`src/verilog/tpio_pkg.sv`:
```
// Purpose: constants for the timer pin io mode select block
// Assumes: classic wishbone, 32-bit data, byte addresses
// Notes:   offsets are byte addresses of aligned words
package tpio_pkg;
  // ----------------------------------------------------------------
  // register map
  // ----------------------------------------------------------------
  localparam logic [4:0] OFF_CH3_LOW_IO_CONTROL = 5'h00;
  localparam logic [4:0] OFF_CH4_IO_CONTROL     = 5'h04;
  localparam logic [4:0] OFF_CH3_MODE_REG       = 5'h08;
  localparam logic [4:0] OFF_COUNT_CONTROL      = 5'h0C;
  localparam logic [4:0] OFF_CH3_GENERAL_C      = 5'h10;
  localparam logic [4:0] OFF_CH4_GENERAL_A      = 5'h14;
  localparam logic [4:0] OFF_CH3_GENERAL_A      = 5'h18;
  localparam logic [4:0] OFF_COUNTERS           = 5'h18;
  localparam logic [4:0] OFF_PIN_STATUS         = 5'h1C;
  // ----------------------------------------------------------------
  // field layout and reset values
  // ----------------------------------------------------------------
  localparam int         BUFFER_MODE_A_BIT = 4;
  localparam int         CNT_EN3_BIT       = 0;
  localparam int         CNT_EN4_BIT       = 1;
  localparam int         CNT_DOWN4_BIT     = 2;
  localparam logic [7:0] IO_CONTROL_RESET  = 8'h00;
  localparam logic [7:0] MODE_RESET        = 8'h00;
  localparam logic [15:0] GENERAL_RESET    = 16'hFFFF;
  localparam logic [15:0] COUNTER_RESET    = 16'h0000;
endpackage
```
`src/verilog/timer_pin_io_mode_select.sv`:
```
// Purpose: io function decode for channel 3 register c and channel 4 register a
// Assumes: pins are asynchronous; wishbone master on CLOCK
// Notes:   counters run every clock while enabled
//
// Contract
// - compare, bit2 clear starts pin low; bits1:0 zero disable output.
// - compare, bit2 set, bits1:0 nonzero starts pin high.
// - compare, bits1:0 = 01 drive pin low on match.
// - compare, bits1:0 = 10 drive pin high on match.
// - compare, bits1:0 = 11 toggle pin on match.
// - capture, bits1:0 = 00 capture on rising edge.
// - capture, bits1:0 = 01 capture on falling edge.
// - capture, bit1 set capture on both edges.
// - channel 3 register c captures from its own pin when bit2 clear.
// - channel 3 register c, bits3:2 set captures on channel 4 count.
// - channel 4 register a captures from its own pin when bit2 clear.
// - channel 4 register a, bits3:2 set captures on ch3 register a event.
// - buffer mode set disables channel 3 register c matches and captures.
//
// Implementation choices: the placing of the registers and the Wishbone interface to the registers.
`timescale 1ns/10ps
`default_nettype none
module timer_pin_io_mode_select
  import tpio_pkg::*;
(
  input  wire logic        CLOCK,      // 50 MHz clock
  input  wire logic        RST,        // async reset, high
  input  wire logic        WB_CYC_I,   // bus cycle
  input  wire logic        WB_STB_I,   // strobe
  input  wire logic        WB_WE_I,    // write enable
  input  wire logic [4:0]  WB_ADR_I,   // byte address
  input  wire logic [3:0]  WB_SEL_I,   // byte enables
  input  wire logic [31:0] WB_DAT_I,   // write data
  output logic      [31:0] WB_DAT_O,   // read data
  output logic             WB_ACK_O,   // acknowledge
  input  wire logic        PIN_C3_I,   // ch3_pin_third input level
  output logic             PIN_C3_O,   // ch3_pin_third output level
  output logic             PIN_C3_OE_N,// ch3_pin_third enable, low drives
  input  wire logic        PIN_A4_I,   // ch4_pin_first input level
  output logic             PIN_A4_O,   // ch4_pin_first output level
  output logic             PIN_A4_OE_N // ch4_pin_first enable, low drives
);
  // ----------------------------------------------------------------
  // state
  // ----------------------------------------------------------------
  typedef struct packed {
    logic [7:0]  ch3_low_io_control;
    logic [7:0]  ch4_io_control;
    logic [7:0]  ch3_mode_reg;
    logic [7:0]  count_ctrl;
    logic [15:0] ch3_general_reg_third;
    logic [15:0] ch4_general_reg_first;
    logic [15:0] ch3_general_reg_first;
    logic [15:0] ch3_counter;
    logic [15:0] ch4_counter;
    logic [2:0]  sync_c3;
    logic [2:0]  sync_a4;
    logic        lvl_c3;
    logic        lvl_a4;
    logic        pin_c3;
    logic        pin_a4;
    logic        oe_n_c3;
    logic        oe_n_a4;
    logic        ch4_counted;
    logic        ch3a_event;
    logic        ack;
    logic [31:0] rdata;
  } state_t;

  state_t st;
  state_t next_st;

  // decode: output enabled when compare mode and bits1:0 nonzero
  function automatic logic drives(input logic [3:0] f);
    drives = !f[3] && (f[1:0] != 2'b00);
  endfunction

  // decode: pin-edge capture strobe for a given field
  function automatic logic edge_hit(input logic [3:0] f, input logic rise, input logic fall);
    if (f[1]) begin
      edge_hit = rise | fall;
    end else if (f[0]) begin
      edge_hit = fall;
    end else begin
      edge_hit = rise;
    end
  endfunction

  // decode: next pin level on compare match
  function automatic logic match_level(input logic [1:0] m, input logic cur);
    case (m)
      2'b01:   match_level = 1'b0;
      2'b10:   match_level = 1'b1;
      2'b11:   match_level = ~cur;
      default: match_level = cur;
    endcase
  endfunction

  // initial level set up when a field is written
  function automatic logic init_level(input logic [3:0] f);
    init_level = f[2];
  endfunction

  logic [3:0] fc;
  logic [3:0] fa;
  logic       bus_req;
  logic       c3_rise;
  logic       c3_fall;
  logic       a4_rise;
  logic       a4_fall;
  logic       buf_mode;
  logic       match_c;
  logic       match_a4;
  logic       match_a3;
  logic       cap_c;
  logic       cap_a4;
  logic       ch4_step;
  logic       wr;
  logic [2:0] widx;

  // ----------------------------------------------------------------
  // next state
  // ----------------------------------------------------------------
  always_comb begin
    next_st  = st;
    fc       = st.ch3_low_io_control[3:0];
    fa       = st.ch4_io_control[3:0];
    buf_mode = st.ch3_mode_reg[BUFFER_MODE_A_BIT];
    bus_req  = WB_CYC_I && WB_STB_I && !st.ack;
    wr       = bus_req && WB_WE_I;
    widx     = WB_ADR_I[4:2];
    // pin synchronisers; changes count once stages 2 and 3 agree
    next_st.sync_c3 = {st.sync_c3[1:0], PIN_C3_I};
    next_st.sync_a4 = {st.sync_a4[1:0], PIN_A4_I};
    if (st.sync_c3[2] == st.sync_c3[1]) begin
      next_st.lvl_c3 = st.sync_c3[2];
    end
    if (st.sync_a4[2] == st.sync_a4[1]) begin
      next_st.lvl_a4 = st.sync_a4[2];
    end
    c3_rise = (st.sync_c3[2] == st.sync_c3[1]) && st.sync_c3[2] && !st.lvl_c3;
    c3_fall = (st.sync_c3[2] == st.sync_c3[1]) && !st.sync_c3[2] && st.lvl_c3;
    a4_rise = (st.sync_a4[2] == st.sync_a4[1]) && st.sync_a4[2] && !st.lvl_a4;
    a4_fall = (st.sync_a4[2] == st.sync_a4[1]) && !st.sync_a4[2] && st.lvl_a4;
    // counters
    ch4_step = st.count_ctrl[CNT_EN4_BIT];
    if (st.count_ctrl[CNT_EN3_BIT]) begin
      next_st.ch3_counter = st.ch3_counter + 16'h0001;
    end
    if (ch4_step) begin
      next_st.ch4_counter = st.count_ctrl[CNT_DOWN4_BIT] ? st.ch4_counter - 16'h0001
                                                       : st.ch4_counter + 16'h0001;
    end
    next_st.ch4_counted = ch4_step;
    // compare matches
    match_c  = !fc[3] && !buf_mode && (st.ch3_counter == st.ch3_general_reg_third);
    match_a4 = !fa[3] && (st.ch4_counter == st.ch4_general_reg_first);
    match_a3 = (st.ch3_counter == st.ch3_general_reg_first);
    next_st.ch3a_event = match_a3;
    // capture strobes
    if (fc[2]) begin
      cap_c = fc[3] && st.ch4_counted;
    end else begin
      cap_c = fc[3] && edge_hit(fc, c3_rise, c3_fall);
    end
    cap_c = cap_c && !buf_mode;
    if (fa[2]) begin
      cap_a4 = fa[3] && st.ch3a_event;
    end else begin
      cap_a4 = fa[3] && edge_hit(fa, a4_rise, a4_fall);
    end
    if (cap_c) begin
      next_st.ch3_general_reg_third = st.ch3_counter;
    end
    if (cap_a4) begin
      next_st.ch4_general_reg_first = st.ch4_counter;
    end
    // pin outputs on match
    if (match_c) begin
      next_st.pin_c3 = match_level(fc[1:0], st.pin_c3);
    end
    if (match_a4) begin
      next_st.pin_a4 = match_level(fa[1:0], st.pin_a4);
    end
    next_st.oe_n_c3 = !(drives(fc) && !buf_mode);
    next_st.oe_n_a4 = !drives(fa);
    // register writes; a field write sets the initial pin level
    next_st.ack = bus_req;
    if (wr && WB_SEL_I[0]) begin
      case (widx)
        3'd0: begin
          next_st.ch3_low_io_control = WB_DAT_I[7:0];
          next_st.pin_c3 = init_level(WB_DAT_I[3:0]);
        end
        3'd1: begin
          next_st.ch4_io_control = WB_DAT_I[7:0];
          next_st.pin_a4 = init_level(WB_DAT_I[3:0]);
        end
        3'd2: next_st.ch3_mode_reg = WB_DAT_I[7:0];
        3'd3: next_st.count_ctrl = WB_DAT_I[7:0];
        3'd4: next_st.ch3_general_reg_third[7:0] = WB_DAT_I[7:0];
        3'd5: next_st.ch4_general_reg_first[7:0] = WB_DAT_I[7:0];
        3'd6: next_st.ch3_general_reg_first[7:0] = WB_DAT_I[7:0];
        default: ;
      endcase
    end
    if (wr && WB_SEL_I[1]) begin
      case (widx)
        3'd4: next_st.ch3_general_reg_third[15:8] = WB_DAT_I[15:8];
        3'd5: next_st.ch4_general_reg_first[15:8] = WB_DAT_I[15:8];
        3'd6: next_st.ch3_general_reg_first[15:8] = WB_DAT_I[15:8];
        default: ;
      endcase
    end
    // read data
    case (widx)
      3'd0:    next_st.rdata = {24'h00_0000, st.ch3_low_io_control};
      3'd1:    next_st.rdata = {24'h00_0000, st.ch4_io_control};
      3'd2:    next_st.rdata = {24'h00_0000, st.ch3_mode_reg};
      3'd3:    next_st.rdata = {24'h00_0000, st.count_ctrl};
      3'd4:    next_st.rdata = {16'h0000, st.ch3_general_reg_third};
      3'd5:    next_st.rdata = {16'h0000, st.ch4_general_reg_first};
      3'd6:    next_st.rdata = {st.ch4_counter, st.ch3_counter};
      default: next_st.rdata = {28'h000_0000, st.lvl_a4, st.lvl_c3, st.pin_a4, st.pin_c3};
    endcase
    if (!bus_req) begin
      next_st.rdata = 32'h0000_0000;
    end
  end

  // ----------------------------------------------------------------
  // registers
  // ----------------------------------------------------------------
  always_ff @(posedge CLOCK or posedge RST) begin
    if (RST) begin
      st                       <= '0;
      st.ch3_low_io_control    <= IO_CONTROL_RESET;
      st.ch4_io_control        <= IO_CONTROL_RESET;
      st.ch3_mode_reg          <= MODE_RESET;
      st.ch3_general_reg_third <= GENERAL_RESET;
      st.ch4_general_reg_first <= GENERAL_RESET;
      st.ch3_general_reg_first <= GENERAL_RESET;
      st.ch3_counter           <= COUNTER_RESET;
      st.ch4_counter           <= COUNTER_RESET;
      st.oe_n_c3               <= 1'b1;
      st.oe_n_a4               <= 1'b1;
    end else begin
      st <= next_st;
    end
  end

  // outputs straight from flip-flops
  assign WB_DAT_O    = st.rdata;
  assign WB_ACK_O    = st.ack;
  assign PIN_C3_O    = st.pin_c3;
  assign PIN_C3_OE_N = st.oe_n_c3;
  assign PIN_A4_O    = st.pin_a4;
  assign PIN_A4_OE_N = st.oe_n_a4;

  // ----------------------------------------------------------------
  // checks
  // ----------------------------------------------------------------
  property p_disable;
    @(posedge CLOCK) disable iff (RST)
    (st.ch3_low_io_control[3:0] == 4'h0) |=> PIN_C3_OE_N;
  endproperty
  a_disable: assert property (p_disable) else $error("pin c3 driven while disabled");

  property p_init;
    @(posedge CLOCK) disable iff (RST)
    (WB_ACK_O == 1'b0 && WB_CYC_I && WB_STB_I && WB_WE_I && WB_SEL_I[0] && WB_ADR_I[4:2] == 3'd0)
      |=> (PIN_C3_O == $past(WB_DAT_I[2]));
  endproperty
  a_init: assert property (p_init) else $error("initial level wrong");

  property p_low;
    @(posedge CLOCK) disable iff (RST)
    (match_c && fc[1:0] == 2'b01 && !wr) |=> !PIN_C3_O;
  endproperty
  a_low: assert property (p_low) else $error("match did not drive low");

  property p_high;
    @(posedge CLOCK) disable iff (RST)
    (match_a4 && fa[1:0] == 2'b10 && !wr) |=> PIN_A4_O;
  endproperty
  a_high: assert property (p_high) else $error("match did not drive high");

  property p_toggle;
    @(posedge CLOCK) disable iff (RST)
    (match_c && fc[1:0] == 2'b11 && !wr) |=> (PIN_C3_O != $past(PIN_C3_O));
  endproperty
  a_toggle: assert property (p_toggle) else $error("match did not toggle");

  property p_cap_rise;
    @(posedge CLOCK) disable iff (RST)
    (fa == 4'b1000 && a4_rise && !wr) |=> (st.ch4_general_reg_first == $past(st.ch4_counter));
  endproperty
  a_cap_rise: assert property (p_cap_rise) else $error("rising capture missed");

  property p_cascade;
    @(posedge CLOCK) disable iff (RST)
    (fa[3:2] == 2'b11 && st.ch3a_event && !wr) |=> (st.ch4_general_reg_first == $past(st.ch4_counter));
  endproperty
  a_cascade: assert property (p_cascade) else $error("cascade capture missed");

  property p_drive;
    @(posedge CLOCK) disable iff (RST)
    (!fc[3] && fc[1:0] != 2'b00 && !buf_mode) |=> !PIN_C3_OE_N;
  endproperty
  a_drive: assert property (p_drive) else $error("pin c3 not driven in compare mode");

  property p_own_rise;
    @(posedge CLOCK) disable iff (RST)
    (fc == 4'b1000 && !buf_mode && c3_rise && !wr) |=> (st.ch3_general_reg_third == $past(st.ch3_counter));
  endproperty
  a_own_rise: assert property (p_own_rise) else $error("own pin capture missed");

  property p_cap_fall;
    @(posedge CLOCK) disable iff (RST)
    (fc == 4'b1001 && !buf_mode && c3_fall && !wr) |=> (st.ch3_general_reg_third == $past(st.ch3_counter));
  endproperty
  a_cap_fall: assert property (p_cap_fall) else $error("falling capture missed");

  property p_cap_both;
    @(posedge CLOCK) disable iff (RST)
    (fc[3:1] == 3'b101 && !buf_mode && (c3_rise || c3_fall) && !wr)
      |=> (st.ch3_general_reg_third == $past(st.ch3_counter));
  endproperty
  a_cap_both: assert property (p_cap_both) else $error("both-edge capture missed");

  property p_ch4_count;
    @(posedge CLOCK) disable iff (RST)
    (fc[3:2] == 2'b11 && !buf_mode && st.ch4_counted && !wr)
      |=> (st.ch3_general_reg_third == $past(st.ch3_counter));
  endproperty
  a_ch4_count: assert property (p_ch4_count) else $error("count capture missed");

  property p_buffer;
    @(posedge CLOCK) disable iff (RST)
    (buf_mode && !wr) |=> $stable(st.ch3_general_reg_third) && $stable(PIN_C3_O);
  endproperty
  a_buffer: assert property (p_buffer) else $error("buffer mode still acts");

  property p_ack;
    @(posedge CLOCK) disable iff (RST)
    (WB_CYC_I && WB_STB_I && !WB_ACK_O) |=> WB_ACK_O ##1 !WB_ACK_O;
  endproperty
  a_ack: assert property (p_ack) else $error("ack timing wrong");
endmodule
`default_nettype wire

```
`config.mk`:
```
export PLATFORM = sky130hd
export DESIGN_NAME = timer_pin_io_mode_select
export DESIGN_NICKNAME = d
export VERILOG_FILES = /design/src/verilog/tpio_pkg.sv /design/src/verilog/timer_pin_io_mode_select.sv
export SDC_FILE = /design/constraint.sdc
export NUM_CORES = 1
export LEC_CHECK = 0
export BUFFER_PORTS_ARGS = -buffer_cell sky130_fd_sc_hd__buf_2
export CAP_MARGIN = 25
export CORE_UTILIZATION = 25
export CTS_BUF_LIST = sky130_fd_sc_hd__clkbuf_8
export DETAILED_ROUTE_END_ITERATION = 8
export PLACE_DENSITY = 0.5
export SLEW_MARGIN = 20
export SYNTH_ARGS = -nofsm -noshare
export SYNTH_HDL_FRONTEND = slang
export SYNTH_SLANG_ARGS = --single-unit
```
`constraint.sdc`:
```
create_clock -name CLOCK -period 10.85 [get_ports CLOCK]
set_clock_uncertainty 0.2 [all_clocks]
set_input_delay 1.085 -clock CLOCK [delete_from_list [all_inputs] [get_ports CLOCK]]
set_output_delay 1.085 -clock CLOCK [all_outputs]
set_load 0.02 [all_outputs]
```
==> results of run 1 <==
[worst paths after layout]
path | from | slack, ns | cells past startpoint | end
worst min register to register | next_st[42] | 0.16 | 0 | next_st[43]
worst max-delay path | WB_CYC_I | 7.69 | 7 | fc[1]
worst min-delay path | next_st[42] | 0.16 | 0 | next_st[43]
worst max register to register | st[129] | 7.89 | 7 | st[61]
min in group asynchronous | RST | 0.37 | 2 | WB_DAT_O[1]
max in group asynchronous | RST | 8.65 | 4 | st[157]
[registers in the layout, indices dropped and copies added (netlist names), 4 cells and up]
name and cells:
WB_DAT_O 32, fa 4, fc 4, next_st 4
st 108
[routing by layer]
layer  up-vias  part of all wire [%]  GRT usage [%]  wire length, µm
met2       107                    44           19.5             9780
met3        17                   4.8           3.07             1070
met1      2836                    50           18.7            11100
li1       2766                     -              -                -
met5         -                  0.19              0               42
met4         6                  0.73           3.31              163
[layout make-up]
cell class | instances | area, µm² | share of cell area (%)
Antenna cell | 1 | 2.50 | 0.0264
Clock buffer | 20 | 275 | 2.91
Clock inverter | 12 | 120 | 1.27
Inverter | 21 | 83.8 | 0.886
Multi-Input combinational cell | 536 | 3970 | 41.9
Sequential cell | 159 | 4040 | 42.7
Tap cell | 448 | 561 | 5.92
Timing Repair Buffer | 72 | 412 | 4.35
[Yosys cell counts, drive strengths merged (2+ instances only)]
library cell | number | share of area, %
nor4 | 5 | 0.37
mux2i | 48 | 5.7
and3 | 6 | 0.44
mux2 | 55 | 7.3
and2 | 16 | 1.2
nand3 | 10 | 0.59
o211ai | 5 | 0.50
o2111ai | 3 | 0.31
nand2b | 4 | 0.29
o31ai | 4 | 0.35
a31o | 2 | 0.21
dfstp | 50 | 15
a211o | 2 | 0.21
or4 | 4 | 0.40
inv | 21 | 0.93
nand2 | 60 | 2.6
nand3b | 2 | 0.18
a21oi | 33 | 1.9
nor2b | 4 | 0.29
nor3 | 12 | 0.82
xor2 | 22 | 2.3
a22oi | 2 | 0.24
o22ai | 3 | 0.22
dfrtp | 109 | 32
a211oi | 8 | 0.82
o21ai | 50 | 2.9
mux4 | 5 | 1.3
a21o | 6 | 0.54
nand4 | 16 | 1.2
buf | 46 | 3.6
clkbuf | 28 | 1.2
nor2 | 54 | 2.5
ha | 19 | 2.8
o21bai | 2 | 0.18
o21a | 5 | 0.46
xnor2 | 51 | 5.3
a31oi | 4 | 0.29
[critical path, cell delays in order]
cell and delay [ns]:
buf_2 0.07, nand2_1 0.07, nor2_2 0.40, nand4b_1 0.39
nor3_1 0.63, buf_4 0.29, mux2_1 0.33
[stage by stage]
step	instances	setup slack [ns]
2_1_floorplan	790	5.36
3_3_place_gp	1233	7.29
3_5_place_dp	1234	7.31
4_1_cts	1266	7.79
5_1_grt	1268	7.62
6_report	1269	7.69
[power by group through the flow]
stage | registers [mW] | logic, mW | clock network (mW)
after floorplan | 0.861 | 0.436 | 0
after global placement | 0.935 | 0.518 | 0
after detailed placement | 0.938 | 0.526 | 0
after CTS | 0.927 | 0.529 | 0.462
after global routing | 0.946 | 0.589 | 0.487
final | 0.923 | 0.526 | 0.446
[cell families (layout without fill, tap and decap cells)]
family                     count (synthesis)  in the layout  synth area share, %
DFF                                      159            159                 47.5
and+or+nand+nor                          198            198                 11.4
muxes                                    108            108                 14.3
buffers and inverters                     95            125                 5.81
xor gates and xnor gates                  73             73                 7.52
adders and majority gates                 20             20                 3.03
AOI/OAI and AO/OA                        137            137                 10.4
other                                      0              1                    0
==> flow_metrics.py, run 1 <==
metrics = {
    "run_status": {
        "status": "completed",
    },
    "cells_and_area": {
        "fill_cells": 3557,
        "final_nets": 875,
        "mostFrequentLayoutCells": "dfrtp_1 (109), buf_2 (64), nand2_1 (60)",
        "final_common_cell": "dfrtp_1",
        "layout-drive-gt1-share_pct": 27.8,
        "post-route-util_pct": 28.2,
        "area_growth_syn_to_layout_pct": 11.3,
        "fin_area_mm2": 0.00946,
    },
    "routing": {
        "first_pass_iters": 4,
        "vias": 5732,
        "drt-wirelength-per-cell_um": 17.5,
        "drt_iter0_markers": 370,
        "antenna_left": 0,
        "via_per_inst": 4.52,
        "drc": 0,
        "drt-total-wl_um": 22200,
    },
    "floorplanning": {
        "initial_utilization_pct": 25.4,
        "die-area_mm2": 0.0348,
        "io-pin-count": 85,
        "row_count": 67,
        "dieHeight_um": 186,
        "coreArea_mm2": 0.0335,
        "die_x_um": 186,
    },
    "synth": {
        "yosys_most_used_dff": "dfrtp_1",
        "syn-num-nets": 858,
        "synth.yosys.seq_area_share_pct": 47.5,
        "netlist-cell-type-count": 65,
        "ys_warn_count": 0,
        "synth.ff_latch_count": 159,
        "synth_edf_count": 0,
        "synthCells": 790,
        "synth.avg_cell_area_um2": 10.8,
        "async_reset_ff_share_pct": 100,
        "synth_area_mm2": 0.00850,
    },
    "timing": {
        "worstMarginPinSlew_ns": 0.966,
        "hold-worst-slack_ns": 0.157,
        "finalSetupViolations": 0,
        "max_slew_margin_pct": 35.4,
        "max_freq_mhz": 317,
        "slew_viol_final": 0,
        "tns_ns": 0,
        "rsz0062_at_grt": "false",
        "fin_crit_sh_pct": 29.1,
        "finalCriticalPeriod_ns": 3.16,
        "hold_viol_final": 0,
    },
    "power_and_ir_drop": {
        "p_int_mw": 1.23,
        "p_leak_nw": 4.16,
        "p_sw_mw": 0.664,
        "ir_drop_mv": 0.0819,
        "power_frac_clock_pct": 23.6,
        "p_total_mw": 1.89,
        "seqPwrFrac_pct": 48.7,
        "switching_share_pct": 35.1,
        "power_density_mw_per_mm2": 200,
        "combPwrFrac_pct": 27.7,
    },
    "worst_setup_path": {
        "critPathArrivalTime_ns": 3.29,
        "crit_type": "in -> reg",
        "required_ns": 10.98,
        "cp-end-kind": "flip-flop",
        "startpoint_type": "primary input",
        "crit_fanout": 10,
    },
    "min_path": {
        "holdCritPathClass": "reg -> reg",
    },
    "cts": {
        "insertion_delay_ns": 0.46,
        "cts_hold_buf": 0,
        "cts_setup_buffers": 0,
        "cts-buffers-inserted": 17,
        "cts.sinks": 159,
        "cts.repair.resized": 0,
        "cts_root_buf": "clkbuf_8",
        "cts_max_path_buffers": 2,
        "clk_pin_slew_ns": 0.08,
        "htree_levels": 4,
        "cts_tree": "built",
    },
    "placement": {
        "gp_congestion": 0.829,
        "placed_area_mm2": 0.00902,
        "portBuffers": 64,
        "hpwl_um": 15500,
    },
    "grt": {
        "overflow": 0,
        "grt_usage_pct": 13.0,
        "grt_pass1_vias": 5792,
        "grt_pass1_wl_um": 34700,
        "antenna_found_initial": 3,
        "grt_max_degree": 106,
    },
    "run": {
        "max-cap-violations": 0,
    },
}
No activity file was read; power rests on OpenSTA's default activity.
==> run 2: changes to the inputs <==
--- a/config.mk
+++ b/config.mk
@@ -10,7 +10,7 @@
 export CORE_UTILIZATION = 25
 export CTS_BUF_LIST = sky130_fd_sc_hd__clkbuf_8
 export DETAILED_ROUTE_END_ITERATION = 8
-export PLACE_DENSITY = 0.5
+export PLACE_DENSITY = 0.52
 export SLEW_MARGIN = 20
 export SYNTH_ARGS = -nofsm -noshare
 export SYNTH_HDL_FRONTEND = slang
==> constraint.sdc (replaced) <==
create_clock -name CLOCK -period 2.6 [get_ports CLOCK]
set_clock_uncertainty 0.2 [all_clocks]
set_input_delay 0.26 -clock CLOCK [delete_from_list [all_inputs] [get_ports CLOCK]]
set_output_delay 0.26 -clock CLOCK [all_outputs]
set_load 0.02 [all_outputs]
==> flow_metrics.py, run 2 (synthesized netlist as in run 1, its figures left out) <==
metrics = {
    "timing": {
        "finalSetupViolations": 0,
        "fin_crit_sh_pct": 98.9,
        "hold_viol_final": 0,
        "setup_slack_ns": 0.0275,
        "finalCriticalPeriod_ns": 2.57,
        "max_freq_mhz": 389,
        "rsz0062_at_grt": "true",
        "worstMarginPinSlew_ns": 0.710,
        "max_slew_margin_pct": 52.6,
        "slew_viol_final": 0,
    },
    "placement": {
        "gp_congestion": 0.820,
        "pre_cts_ws_ns": -0.0366,
        "placed_area_mm2": 0.00955,
        "portBuffers": 64,
        "hpwl_um": 16800,
    },
    "worst_setup_path": {
        "startpoint_type": "flip-flop",
        "r2r_start": "st[129]",
        "required_ns": 2.75,
        "cpMaxStageDelayCell": "dfrtp_2",
        "reg2reg_slack_ns": 0.03,
        "path_delay_family": "compound AO/OA/AOI/OAI gates",
        "path_buf_inv": 1,
        "path_cells": "buf_2 > ha_1 > a211o_1 > a2111oi_4 > nor2_1 > a41oi_2 > xnor2_1 > mux2_4",
        "slowest_delay_ns": 0.46,
        "worst-path-stages": 8,
        "critical_path.startpoint": "st[129]",
        "cp-end-kind": "flip-flop",
        "regToRegEndpoint": "st[60]",
        "reg2reg_depth": 8,
        "crit_fanout": 5,
        "cp-endpoint": "st[60]",
        "critPathArrivalTime_ns": 2.72,
        "crit_type": "reg -> reg",
    },
    "run_status": {
        "status": "completed",
    },
    "grt": {
        "grt_pass1_vias": 6342,
        "grt_pass1_wl_um": 37100,
        "antenna_found_initial": 0,
        "grt_max_degree": 37,
        "grt_usage_pct": 13.9,
        "overflow": 0,
    },
    "routing": {
        "drt-total-wl_um": 23200,
        "drt-met1-wl_um": 11500,
        "dr.max_layer_used": "met4",
        "via_per_inst": 4.51,
        "drt-wirelength-per-cell_um": 17.1,
        "drc": 0,
        "wl_met2_um": 10600,
        "drt_iter0_markers": 406,
        "antenna_left": 0,
        "dr_wl_met3_um": 916,
        "vias": 6102,
        "first_pass_iters": 6,
    },
    "floorplanning": {
        "dieHeight_um": 186,
        "row_count": 67,
        "io-pin-count": 85,
        "initial_utilization_pct": 25.4,
        "die-area_mm2": 0.0348,
        "die_x_um": 186,
        "coreArea_mm2": 0.0335,
    },
    "cts": {
        "insertion_delay_ns": 0.46,
        "cts_root_buf": "clkbuf_8",
        "cts.sinks": 159,
        "clk_pin_slew_ns": 0.09,
        "cts_tree": "built",
        "cts_max_path_buffers": 2,
        "cts-buffers-inserted": 17,
        "htree_levels": 4,
    },
    "cells_and_area": {
        "final_common_cell": "dfrtp_1",
        "n_antenna_cell": 0,
        "fin_area_mm2": 0.0103,
        "area_growth_syn_to_layout_pct": 20.7,
        "regMostFlops": "st",
        "post-route-util_pct": 30.6,
        "mostFrequentLayoutCells": "dfrtp_1 (108), buf_4 (66), buf_2 (65)",
        "final_nets": 961,
        "largest_reg_flops": 108,
        "layout-drive-gt1-share_pct": 32.8,
        "fill_cells": 3523,
    },
    "min_path": {
        "holdCritPathClass": "in -> reg",
    },
    "power_and_ir_drop": {
        "ir_drop_mv": 0.344,
        "p_total_mw": 8.57,
        "power_density_mw_per_mm2": 835,
        "p_leak_nw": 4.61,
    },
    "run": {
        "max-cap-violations": 0,
    },
}
## run 2: changes by cell type in the layout (fill, tap and decap cells not counted), sizes merged, moves of 2 or more
cell / delta
clkinv: -2
buf: +64
dlygate4sd3: +22
bufinv: +2
## run 2: worst min-delay path by stage
stage | start | to | slack [ns] | depth (start not counted)
after CTS | WB_ADR_I[3] | WB_DAT_O[7] | 0.07 | 3
after floorplan | PIN_A4_I | next_st[42] | 0.09 | 0
final | WB_ADR_I[3] | WB_DAT_O[7] | 0.10 | 3
after global placement | next_st[45] | next_st[46] | 0.14 | 0
after global routing | WB_ADR_I[3] | WB_DAT_O[7] | 0.10 | 3
after detailed placement | next_st[45] | next_st[46] | 0.14 | 0
## run 2: what timing repair did
item / in CTS / in global routing
pin swaps: 0 / 2
hold buffers: 22 / 0
endpoints found under the setup margin: 2 / 4
endpoints found under the hold margin: 87 / 0
gates resized for setup: 1 / 4
setup buffers: 0 / 3
## run 2: stage by stage
step,TNS [ns],hold WS (ns),cells
after floorplan,0,0.0914,790
after global placement,-0.0161,0.136,1297
after detailed placement,-0.0366,0.136,1297
after CTS,0,0.0744,1351
after global routing,-0.165,0.103,1354
final,0,0.104,1354
## run 2: final cells by class
| type | instances | area (µm²) | share of cell area, % |
|---|---|---|---|
| flip-flops and latches | 159 | 4040 | 39.4 |
| multi-input cells | 536 | 4000 | 39.0 |
| repair buffers | 158 | 1140 | 11.1 |
| well taps | 448 | 561 | 5.46 |
| clock buffers | 19 | 262 | 2.55 |
| clock inverters | 13 | 173 | 1.68 |
| inverters | 21 | 82.6 | 0.804 |
## run 2: report_power, final
part / switching, mW / leakage (nW) / total [mW] / internal [mW]
clock: 0.975 / 0.234 / 2.06 / 1.09
sequential: 0.543 / 1.95 / 3.71 / 3.17
combinational: 1.40 / 2.42 / 2.79 / 1.39
total: 2.91 / 4.61 / 8.57 / 5.65
## run 2: tightest hold or removal path, stage by stage
cell      delay (ns)
buf_2           0.24
nor2_1          0.15
a211oi_1        0.06
## run 2: layer usage
layer  track usage (%)  vias up
met2              21.7      110
met4              3.34        0
met3              3.12       16
li1                  -     2934
met1              19.3     3042
met5                 0        -
